--- config.mk ---
export PLATFORM = sky130hd
export DESIGN_NAME = tsp_timer
export DESIGN_NICKNAME = d
export VERILOG_FILES = /design/src/core/tsp_pkg.sv /design/src/core/tsp_tick.sv /design/src/core/tsp_timer.sv
export VERILOG_INCLUDE_DIRS = /design/src /design/src/core
export SDC_FILE = /design/constraint.sdc
export NUM_CORES = 1
export LEC_CHECK = 0
export BUFFER_PORTS_ARGS = -buffer_cell sky130_fd_sc_hd__buf_2
export CAP_MARGIN = 20
export CORE_AREA = 2 2 86 88
export CTS_BUF_LIST = sky130_fd_sc_hd__clkbuf_8
export DETAILED_ROUTE_END_ITERATION = 8
export DIE_AREA = 0 0 88 90
export PLACE_DENSITY_LB_ADDON = 0.08
export SYNTH_ARGS = -nofsm -noshare
export SYNTH_HDL_FRONTEND = slang
export SYNTH_HIERARCHICAL = 1
export SYNTH_SLANG_ARGS = --single-unit
--- constraint.sdc ---
create_clock -name CLK -period 5.9 [get_ports CLK]
set_clock_uncertainty 0.2 [all_clocks]
set_input_delay 0.59 -clock CLK [delete_from_list [all_inputs] [get_ports CLK]]
set_output_delay 0.59 -clock CLK [all_outputs]
set_load 0.02 [all_outputs]
--- src/core/tsp_map.svh ---
// Offsets, field positions, reset values and timing counts of the single pulse timer
`ifndef TSP_MAP_SVH
`define TSP_MAP_SVH
`define TSP_ADDR_W        4
// Register offsets
`define TSP_OFF_CTRL      4'h0
`define TSP_OFF_CMPA      4'h1
`define TSP_OFF_CMPP      4'h2
`define TSP_OFF_COUNT     4'h3
`define TSP_OFF_STATUS    4'h4
`define TSP_OFF_MASK      4'h5
// Control field positions
`define TSP_CTRL_RUN      0
`define TSP_CTRL_PAUSE    1
`define TSP_CTRL_OCLV     2
`define TSP_CTRL_POL      3
`define TSP_CTRL_CCLR     4
`define TSP_CTRL_IO_LO    5
`define TSP_CTRL_IO_HI    6
`define TSP_CTRL_MD_LO    7
`define TSP_CTRL_MD_HI    8
`define TSP_CTRL_TRGEDGE  9
// Status field positions
`define TSP_ST_AF         0
`define TSP_ST_PF         1
// Mode codes
`define TSP_MODE_PULSE    2'h2
`define TSP_IO_PULSE      2'h3
// Reset values
`define TSP_CTRL_RST      10'h000
`define TSP_CMP_RST       10'h000
`define TSP_MASK_RST      2'h0
// Counting clock: one tick every TSP_TICK_DIV system clocks
`define TSP_TICK_DIV      4
`endif

--- src/core/tsp_pkg.sv ---
// Types shared by the single pulse timer files
`default_nettype none
package tsp_pkg;
  // Register bus request
  typedef struct packed {
    logic [3:0]  addr;  // Word address
    logic [31:0] wdata; // Write data
    logic        wr;    // Write strobe
    logic        rd;    // Read strobe
  } tsp_req_t;
  // Pulse engine state
  typedef enum logic [0:0] {TSP_IDLE, TSP_ACTIVE} tsp_state_t;
endpackage : tsp_pkg
`default_nettype wire

--- src/core/tsp_tick.sv ---
// Counting clock enable divider
`timescale 1ns/1ps
`default_nettype none
module tsp_tick #(
  parameter int DIV = 4
) (
  input  wire logic CLK,  // System clock
  input  wire logic NRST, // Asynchronous reset, active low
  output logic      TICK  // One-cycle enable pulse
);
  localparam int W = (DIV > 1) ? $clog2(DIV) : 1;
  logic [W-1:0] cnt_reg;  // Divider count
  logic [W-1:0] cnt_next; // Next divider count
  // Elaboration check: a divide by zero or less has no meaning
  if (DIV < 1) begin : g_bad_div
    $error("tsp_tick: DIV must be at least 1");
  end
  // ==========================================
  // Divider
  always_comb begin
    cnt_next = (cnt_reg == W'(DIV - 1)) ? '0 : cnt_reg + 1'b1;
  end
  always_ff @(posedge CLK or negedge NRST) begin
    if (!NRST) cnt_reg <= '0;
    else cnt_reg <= cnt_next;
  end
  assign TICK = (cnt_reg == W'(DIV - 1));
endmodule : tsp_tick
`default_nettype wire

--- src/core/tsp_timer.sv ---
// Periodic timer in single pulse output mode with register port and interrupt
//
// Local design decisions: the address map and the plain strobed port.
`timescale 1ns/1ps
`default_nettype none
`include "tsp_map.svh"
module tsp_timer #(
  parameter int CW  = 10,              // Counter width
  parameter int DIV = `TSP_TICK_DIV    // System clocks per count
) (
  input  wire logic        CLK,        // System clock
  input  wire logic        NRST,       // Asynchronous reset, active low
  input  wire logic [3:0]  ADDR,       // Register word address
  input  wire logic [31:0] WDATA,      // Write data
  input  wire logic        WR,         // Write strobe
  input  wire logic        RD,         // Read strobe
  output logic      [31:0] RDATA,      // Read data, cycle after RD
  input  wire logic        TRIG_IN,    // External trigger pin
  output logic             PULSE_OUT,  // Timer output pin
  output logic             IRQ         // Level interrupt
);
  // Elaboration check: read path and reset values are laid out for ten bits
  if (CW != 10) begin : g_bad_cw
    $error("tsp_timer: counter width must be 10");
  end
  // ==========================================
  // Declarations
  tsp_pkg::tsp_req_t   req;           // Bundled bus request
  tsp_pkg::tsp_state_t st_reg;        // Pulse state
  tsp_pkg::tsp_state_t st_next;       // Next pulse state
  logic [9:0]    ctrl_reg;            // Control bits
  logic [9:0]    ctrl_next;           // Next control bits
  logic [CW-1:0] cmpa_reg;            // Compare-A value
  logic [CW-1:0] cmpa_next;           // Next compare-A
  logic [CW-1:0] cmpp_reg;            // Period compare, unused here
  logic [CW-1:0] cmpp_next;           // Next period compare
  logic [CW-1:0] cnt_reg;             // Timer counter
  logic [CW-1:0] cnt_next;            // Next counter
  logic [1:0]    stat_reg;            // Sticky flags
  logic [1:0]    stat_next;           // Next flags
  logic [1:0]    mask_reg;            // Interrupt mask
  logic [1:0]    mask_next;           // Next mask
  logic          run_d_reg;           // Run bit one cycle ago
  logic          trig_d_reg;          // Trigger pin one cycle ago
  logic          out_reg;             // Raw output level
  logic          out_next;            // Next raw output
  logic [31:0]   rdata_reg;           // Read data register
  logic [31:0]   rdata_next;          // Next read data
  logic          tick;                // Counting clock enable
  logic          pulse_mode;          // Single pulse mode selected
  logic          run_rise;            // Run bit rising edge
  logic          trig_edge;           // Active trigger edge
  logic          match_a;             // Compare-A hit this tick
  logic          wr_ctrl;             // Control write
  logic [9:0]    ctrl_w;              // Control after write/trigger

  assign req = '{addr: ADDR, wdata: WDATA, wr: WR, rd: RD};

  // Address decode used by the write paths; the read path decodes with a case
  function automatic logic hit(input logic [3:0] a, input logic [3:0] off);
    hit = (a == off);
  endfunction : hit

  tsp_tick #(.DIV(DIV)) u_tick (
    .CLK  (CLK),
    .NRST (NRST),
    .TICK (tick)
  );

  // ==========================================
  // Mode and events
  // Only mode 10 with action 11 runs the pulse engine; software sets it
  assign pulse_mode = (ctrl_reg[`TSP_CTRL_MD_HI:`TSP_CTRL_MD_LO] == `TSP_MODE_PULSE) &&
                      (ctrl_reg[`TSP_CTRL_IO_HI:`TSP_CTRL_IO_LO] == `TSP_IO_PULSE);
  // Edge polarity chosen by a control bit; pin is synchronous
  assign trig_edge = ctrl_reg[`TSP_CTRL_TRGEDGE] ? (trig_d_reg & ~TRIG_IN)
                                                 : (~trig_d_reg & TRIG_IN);
  assign run_rise  = ctrl_reg[`TSP_CTRL_RUN] & ~run_d_reg;
  // Full-width equality, only while the counter really advances
  // A cleared run bit stops matching at once, before the state has dropped,
  // so a software stop can never raise a stray compare-A flag
  assign match_a   = pulse_mode && st_reg == tsp_pkg::TSP_ACTIVE && tick &&
                     ctrl_reg[`TSP_CTRL_RUN] &&
                     !ctrl_reg[`TSP_CTRL_PAUSE] && !run_rise &&
                     (cnt_reg + 1'b1 == cmpa_reg);
  assign wr_ctrl   = req.wr && hit(req.addr, `TSP_OFF_CTRL);

  // ==========================================
  // Register file next values
  always_comb begin
    ctrl_w    = wr_ctrl ? req.wdata[9:0] : ctrl_reg;
    if (pulse_mode && trig_edge) begin
      ctrl_w[`TSP_CTRL_RUN] = 1'b1;
    end
    ctrl_next = ctrl_w;
    // Match clears run; the period compare and clear select play no part
    if (match_a) begin
      ctrl_next[`TSP_CTRL_RUN] = 1'b0;
    end
    cmpa_next = (req.wr && hit(req.addr, `TSP_OFF_CMPA)) ? req.wdata[CW-1:0] : cmpa_reg;
    cmpp_next = (req.wr && hit(req.addr, `TSP_OFF_CMPP)) ? req.wdata[CW-1:0] : cmpp_reg;
    mask_next = (req.wr && hit(req.addr, `TSP_OFF_MASK)) ? req.wdata[1:0] : mask_reg;
    // Write one clears; a new event in the same cycle wins
    stat_next = stat_reg;
    if (req.wr && hit(req.addr, `TSP_OFF_STATUS)) begin
      stat_next = stat_reg & ~req.wdata[1:0];
    end
    if (match_a) begin
      stat_next[`TSP_ST_AF] = 1'b1;
    end
  end

  // ==========================================
  // Counter and output engine
  always_comb begin
    st_next  = st_reg;
    cnt_next = cnt_reg;
    out_next = out_reg;
    if (!pulse_mode) begin
      st_next  = tsp_pkg::TSP_IDLE;
      out_next = ctrl_reg[`TSP_CTRL_OCLV];
    end else if (run_rise) begin
      // Restart from zero, pulse leading edge at once
      st_next  = tsp_pkg::TSP_ACTIVE;
      cnt_next = '0;
      out_next = ~ctrl_reg[`TSP_CTRL_OCLV];
    end else if (!ctrl_reg[`TSP_CTRL_RUN]) begin
      // Trailing edge; count is held, not cleared
      st_next  = tsp_pkg::TSP_IDLE;
      out_next = ctrl_reg[`TSP_CTRL_OCLV];
    end else if (tick && !ctrl_reg[`TSP_CTRL_PAUSE]) begin
      cnt_next = cnt_reg + 1'b1;
    end
  end

  // ==========================================
  // Read path: data stand one cycle after the strobe
  always_comb begin
    rdata_next = '0;
    if (req.rd) begin
      unique case (req.addr)
        `TSP_OFF_CTRL:   rdata_next = {22'h0, ctrl_reg};
        `TSP_OFF_CMPA:   rdata_next = {22'h0, cmpa_reg};
        `TSP_OFF_CMPP:   rdata_next = {22'h0, cmpp_reg};
        `TSP_OFF_COUNT:  rdata_next = {22'h0, cnt_reg};
        `TSP_OFF_STATUS: rdata_next = {30'h0, stat_reg};
        `TSP_OFF_MASK:   rdata_next = {30'h0, mask_reg};
        default:         rdata_next = '0;  // Unmapped reads zero
      endcase
    end
  end

  // ==========================================
  // State registers
  always_ff @(posedge CLK or negedge NRST) begin
    if (!NRST) begin
      ctrl_reg   <= `TSP_CTRL_RST;
      cmpa_reg   <= `TSP_CMP_RST;
      cmpp_reg   <= `TSP_CMP_RST;
      cnt_reg    <= '0;
      stat_reg   <= 2'h0;
      mask_reg   <= `TSP_MASK_RST;
      st_reg     <= tsp_pkg::TSP_IDLE;
      run_d_reg  <= 1'b0;
      trig_d_reg <= 1'b0;
      out_reg    <= 1'b0;
      rdata_reg  <= 32'h0;
    end else begin
      ctrl_reg   <= ctrl_next;
      cmpa_reg   <= cmpa_next;
      cmpp_reg   <= cmpp_next;
      cnt_reg    <= cnt_next;
      stat_reg   <= stat_next;
      mask_reg   <= mask_next;
      st_reg     <= st_next;
      run_d_reg  <= ctrl_reg[`TSP_CTRL_RUN];
      trig_d_reg <= TRIG_IN;
      out_reg    <= out_next;
      rdata_reg  <= rdata_next;
    end
  end

  // Polarity invert sits after the engine so it never disturbs timing
  assign PULSE_OUT = out_reg ^ ctrl_reg[`TSP_CTRL_POL];
  assign RDATA     = rdata_reg;
  assign IRQ       = |(stat_reg & mask_reg);

  // ==========================================
  // Assertions
  a_match_stops_run: assert property (@(posedge CLK) disable iff (!NRST)
    match_a && !wr_ctrl |=> !ctrl_reg[`TSP_CTRL_RUN])
    else $error("run bit not cleared by compare-A match");
  a_match_sets_flag: assert property (@(posedge CLK) disable iff (!NRST)
    match_a |=> stat_reg[`TSP_ST_AF])
    else $error("compare-A flag not set");
  a_trig_sets_run: assert property (@(posedge CLK) disable iff (!NRST)
    pulse_mode && trig_edge && !match_a |=> ctrl_reg[`TSP_CTRL_RUN])
    else $error("trigger did not set run bit");
  a_rise_starts: assert property (@(posedge CLK) disable iff (!NRST)
    pulse_mode && run_rise |=> out_reg != ctrl_reg[`TSP_CTRL_OCLV] && cnt_reg == '0)
    else $error("pulse did not start on run rising edge");
  a_stop_ends: assert property (@(posedge CLK) disable iff (!NRST)
    pulse_mode && !ctrl_reg[`TSP_CTRL_RUN] && !wr_ctrl |=> out_reg == $past(ctrl_reg[`TSP_CTRL_OCLV]))
    else $error("output not idle after run cleared");
  a_count_held: assert property (@(posedge CLK) disable iff (!NRST)
    pulse_mode && !ctrl_reg[`TSP_CTRL_RUN] |=> $stable(cnt_reg))
    else $error("counter changed while stopped");
  a_pause_holds: assert property (@(posedge CLK) disable iff (!NRST)
    pulse_mode && ctrl_reg[`TSP_CTRL_PAUSE] && !run_rise |=> $stable(cnt_reg))
    else $error("counter moved while paused");
  a_match_equal: assert property (@(posedge CLK) disable iff (!NRST)
    match_a |=> cnt_reg == cmpa_reg)
    else $error("match without equal count");
  a_irq_level: assert property (@(posedge CLK) disable iff (!NRST)
    stat_reg[`TSP_ST_AF] && mask_reg[`TSP_ST_AF] |-> IRQ)
    else $error("interrupt not raised");
  // The flag may only come up through a real compare-A match
  a_flag_cause: assert property (@(posedge CLK) disable iff (!NRST)
    $rose(stat_reg[`TSP_ST_AF]) |-> $past(match_a))
    else $error("compare-A flag set without a match");
  // Outside a run rising edge the count only holds or steps by one
  a_no_stray_clear: assert property (@(posedge CLK) disable iff (!NRST)
    pulse_mode && !run_rise |=> cnt_reg == $past(cnt_reg) || cnt_reg == $past(cnt_reg) + 10'h001)
    else $error("counter cleared outside a run rising edge");
  // A trigger edge on a stopped timer gives a run rising edge next cycle
  a_trig_start: assert property (@(posedge CLK) disable iff (!NRST)
    pulse_mode && trig_edge && !ctrl_reg[`TSP_CTRL_RUN] |=> run_rise)
    else $error("trigger edge did not start the pulse");
  // Pausing freezes the count but keeps the pulse active
  a_pause_active: assert property (@(posedge CLK) disable iff (!NRST)
    pulse_mode && ctrl_reg[`TSP_CTRL_PAUSE] && ctrl_reg[`TSP_CTRL_RUN] &&
    st_reg == tsp_pkg::TSP_ACTIVE |=> st_reg == tsp_pkg::TSP_ACTIVE)
    else $error("pulse ended while paused");
endmodule : tsp_timer
`default_nettype wire

==> impl_results.md <==
- Syn_area_per_cell: 11.41 µm²
- Worst slew pin tran: 0.9328 ns
- Fin crit share: 45.90%
- Number of setup buffers added after CTS: 0
- Antenna Cells: 0
- YS warnings: 6
- Syn Inst Count: 268
- Vias: 2132
- Final hold vios: 0
- Hold_buf cts: 0
- GP Congestion: 0.7712
- Worst vdd ir: 0.1480 mV
- Multi-input logic area: 1391 µm²
- PostCTS Resize Cnt: 0
- Drt initial violations: 121
- Initial Util: 43.54%
- Final setup viols: 0
- Area Growth Syn to Fin: 10.72%
- I/O Pins: 75
- Worst-Skew Late Latency: 0.34 ns
- Worst-path fanout max: 11
- Final-layout fill cell count: 669
- Ratio of cells with drive above 1 in the final layout: 29.28%
- Longest Clk Path Bufs: 2
- Dpl ws: 2.818 ns
- Worst EP required: 5.92 ns
- Relative slew slack: 37.59%
- Unrepaired setup endpoints after global routing: no
- Clock transition at the registers of the reported paths: 0.06 ns
- Outcome: finished, final reports clean
- TritonCTS Buffers: 9
- Synth cell count leaders: 60 x dfrtp_1, 32 x mux2_2, 24 x buf_4
- Crit-path cells: buf_2, nor2_1, nand2_1, nor2_1, nand2_1, mux2_2
- Drt drc: 0
- Final Net Count: 342
- Hold Crit Class: primary input to register
- Worst path slowest cell: nor2_1
- Antenna Nets Post-Route: 0
- CP Class: primary input to register
- Hpwl dp: 4.540 mm
- Synth area leaders: dfrtp_1 49%, mux2_2 12%, buf_4 5.9%, a22oi_1 4.4%, xnor2_1 2.6%
- Synthesis-stage register bit count: 60
- Die Y: 90 µm
- Final Slew Violations: 0
- Leakage: 1.537 nW
- Chip Width: 88 µm
- Post-synthesis async set-or-reset flop share: 100.0%
- Clock Sink Count: 60
- Fin crit period: 2.708 ns
- Area leader, netlist: dfrtp_1
- Total GRT Usage: 18.39%
- Pwr/cell area: 310.4 nW/µm²
- Via density: 5.290
- GRT Residual Overflow: 0
- Row count: 31
- EDFF count, synth: 0
- Die area: 7920 µm²
- CTS tree: done
- H-Tree Depth: 3
- Vias in the first global route: 2058
- Register area: 1501 µm²
- Worst setup margin: 3.192 ns
- WP data arrival: 2.73 ns
- Max-cap violations: 0
- Placeable core area: 7020 µm²
- Final TNS setup: 0 ns
- Worst path max stage delay: 0.71 ns
- Synthesized area: 3057 µm²
- Yosys cell types: 45
- Largest net degree at the start of global routing: 61
- Post-synth top area share: 49.12%
- Initial antenna violation count: 0
- CP endpoint kind: register
- Per-cell routed wire length: 16.56 µm
- Port Buffers: 30
- F_max: 369.2 MHz
- Crit start category: primary input
- Register area share after synthesis: 49.12%
- First-pass GRT wire length: 10.85 mm
- Number of iterations in the first detailed-routing pass: 4
- CTS Root Cell: clkbuf_8
- Most common cell in the synthesized netlist: dfrtp_1
- Final wirelength: 6.673 mm
- Post-synth top flop: dfrtp_1
layout by cell type (no fill, tap or decap), types with 2 or more instances in the layout:
master / netlist / routed
a31oi_1: 2 / 2
nor3_1: 3 / 3
and3_2: 2 / 2
clkinvlp_4: 0 / 3
xor2_1: 6 / 6
o31ai_1: 4 / 4
buf_2: 5 / 30
a22oi_1: 18 / 18
nand3_1: 5 / 5
nand2_1: 14 / 14
inv_1: 5 / 5
xnor2_1: 9 / 9
or3_1: 2 / 2
nor2b_1: 2 / 2
clkbuf_8: 0 / 9
mux2_2: 32 / 32
a222oi_1: 2 / 2
dfrtp_1: 60 / 60
a21oi_1: 14 / 14
nand4_1: 2 / 2
ha_1: 2 / 2
o21ai_0: 15 / 15
conb_1: 1 / 22
a22o_1: 2 / 2
clkinv_2: 0 / 3
and3_1: 5 / 5
nor2_1: 10 / 10
nand3b_1: 2 / 2
logic make-up (layout without fill, tap and decap cells):
family	count (synthesis)	in the layout	share of synthesized area, %
other	1	22	0.1227
XOR/XNOR	16	16	5.035
flip-flops	60	60	49.12
AND/OR/NAND/NOR	57	57	11.30
buffers and inverters	37	52	7.941
adder cells (fa/ha/maj)	2	2	0.8185
multiplexers	33	33	12.28
AO/OA/AOI/OAI	62	62	13.39
stage by stage:
step	util, %	instance area (µm²)	cells	hold WS (ns)	power [W]
floorplan	-	3136	289	0.09441	0.0006541
global placement	45.48	3193	387	0.2172	0.0006939
detailed placement	45.48	3193	387	0.2204	0.0006982
CTS	48.21	3385	403	0.1699	0.001063
global route	48.21	3385	403	0.1688	0.001113
finish	48.21	3385	403	0.1839	0.001051
layer usage:
metal  track usage, %  share of wire [%]
met1            25.91                 47
met2            26.83                 48
met3            4.408                3.5
met4            7.949                1.8
met5                0                  0
report_power, final:
| part | switching, W | leakage (nW) | internal [W] |
|---|---|---|---|
| Clock | 0.000168 | 0.0910 | 0.000192 |
| Combinational | 0.0000805 | 0.675 | 0.0000820 |
| Sequential | 0.0000567 | 0.771 | 0.000472 |
| Total | 0.000305 | 1.54 | 0.000746 |
layout make-up:
| cell class | instances | share of cell area, % |
|---|---|---|
| Sequential cell | 60 | 44.36 |
| Clock inverter | 7 | 1.996 |
| Tap cell | 99 | 3.660 |
| Timing Repair Buffer | 31 | 4.658 |
| Multi-Input combinational cell | 192 | 41.11 |
| Clock buffer | 9 | 3.660 |
| Inverter | 5 | 0.5545 |
path summary, 6_finish.rpt:
| kind | cells past startpoint | end | start | slack, ns |
|---|---|---|---|---|
| max | 6 | cmpp_reg[3]$_DFFE_PN0P_ | ADDR[2] | 3.19 |
| min | 1 | trig_d_reg$_DFF_PN0_ | TRIG_IN | 0.18 |
| max reg2reg | 6 | stat_reg[0]$_DFFE_PN0P_ | cnt_reg[0]$_DFFE_PN0P_ | 3.65 |
| min reg2reg | 1 | u_tick/cnt_reg[0]$_DFF_PN0_ | u_tick/cnt_reg[0]$_DFF_PN0_ | 0.23 |
| max in group asynchronous | 2 | cnt_reg[3]$_DFFE_PN0P_ | NRST | 4.78 |
| min in group asynchronous | 2 | cnt_reg[0]$_DFFE_PN0P_ | NRST | 0.19 |
worst max-delay path: cells and delay by family:
family	cells	cell delay, ns
buf+inv	1	0.16
simple gates	4	1.54
mux	1	0.43
(Power assumes the default switching activity.)
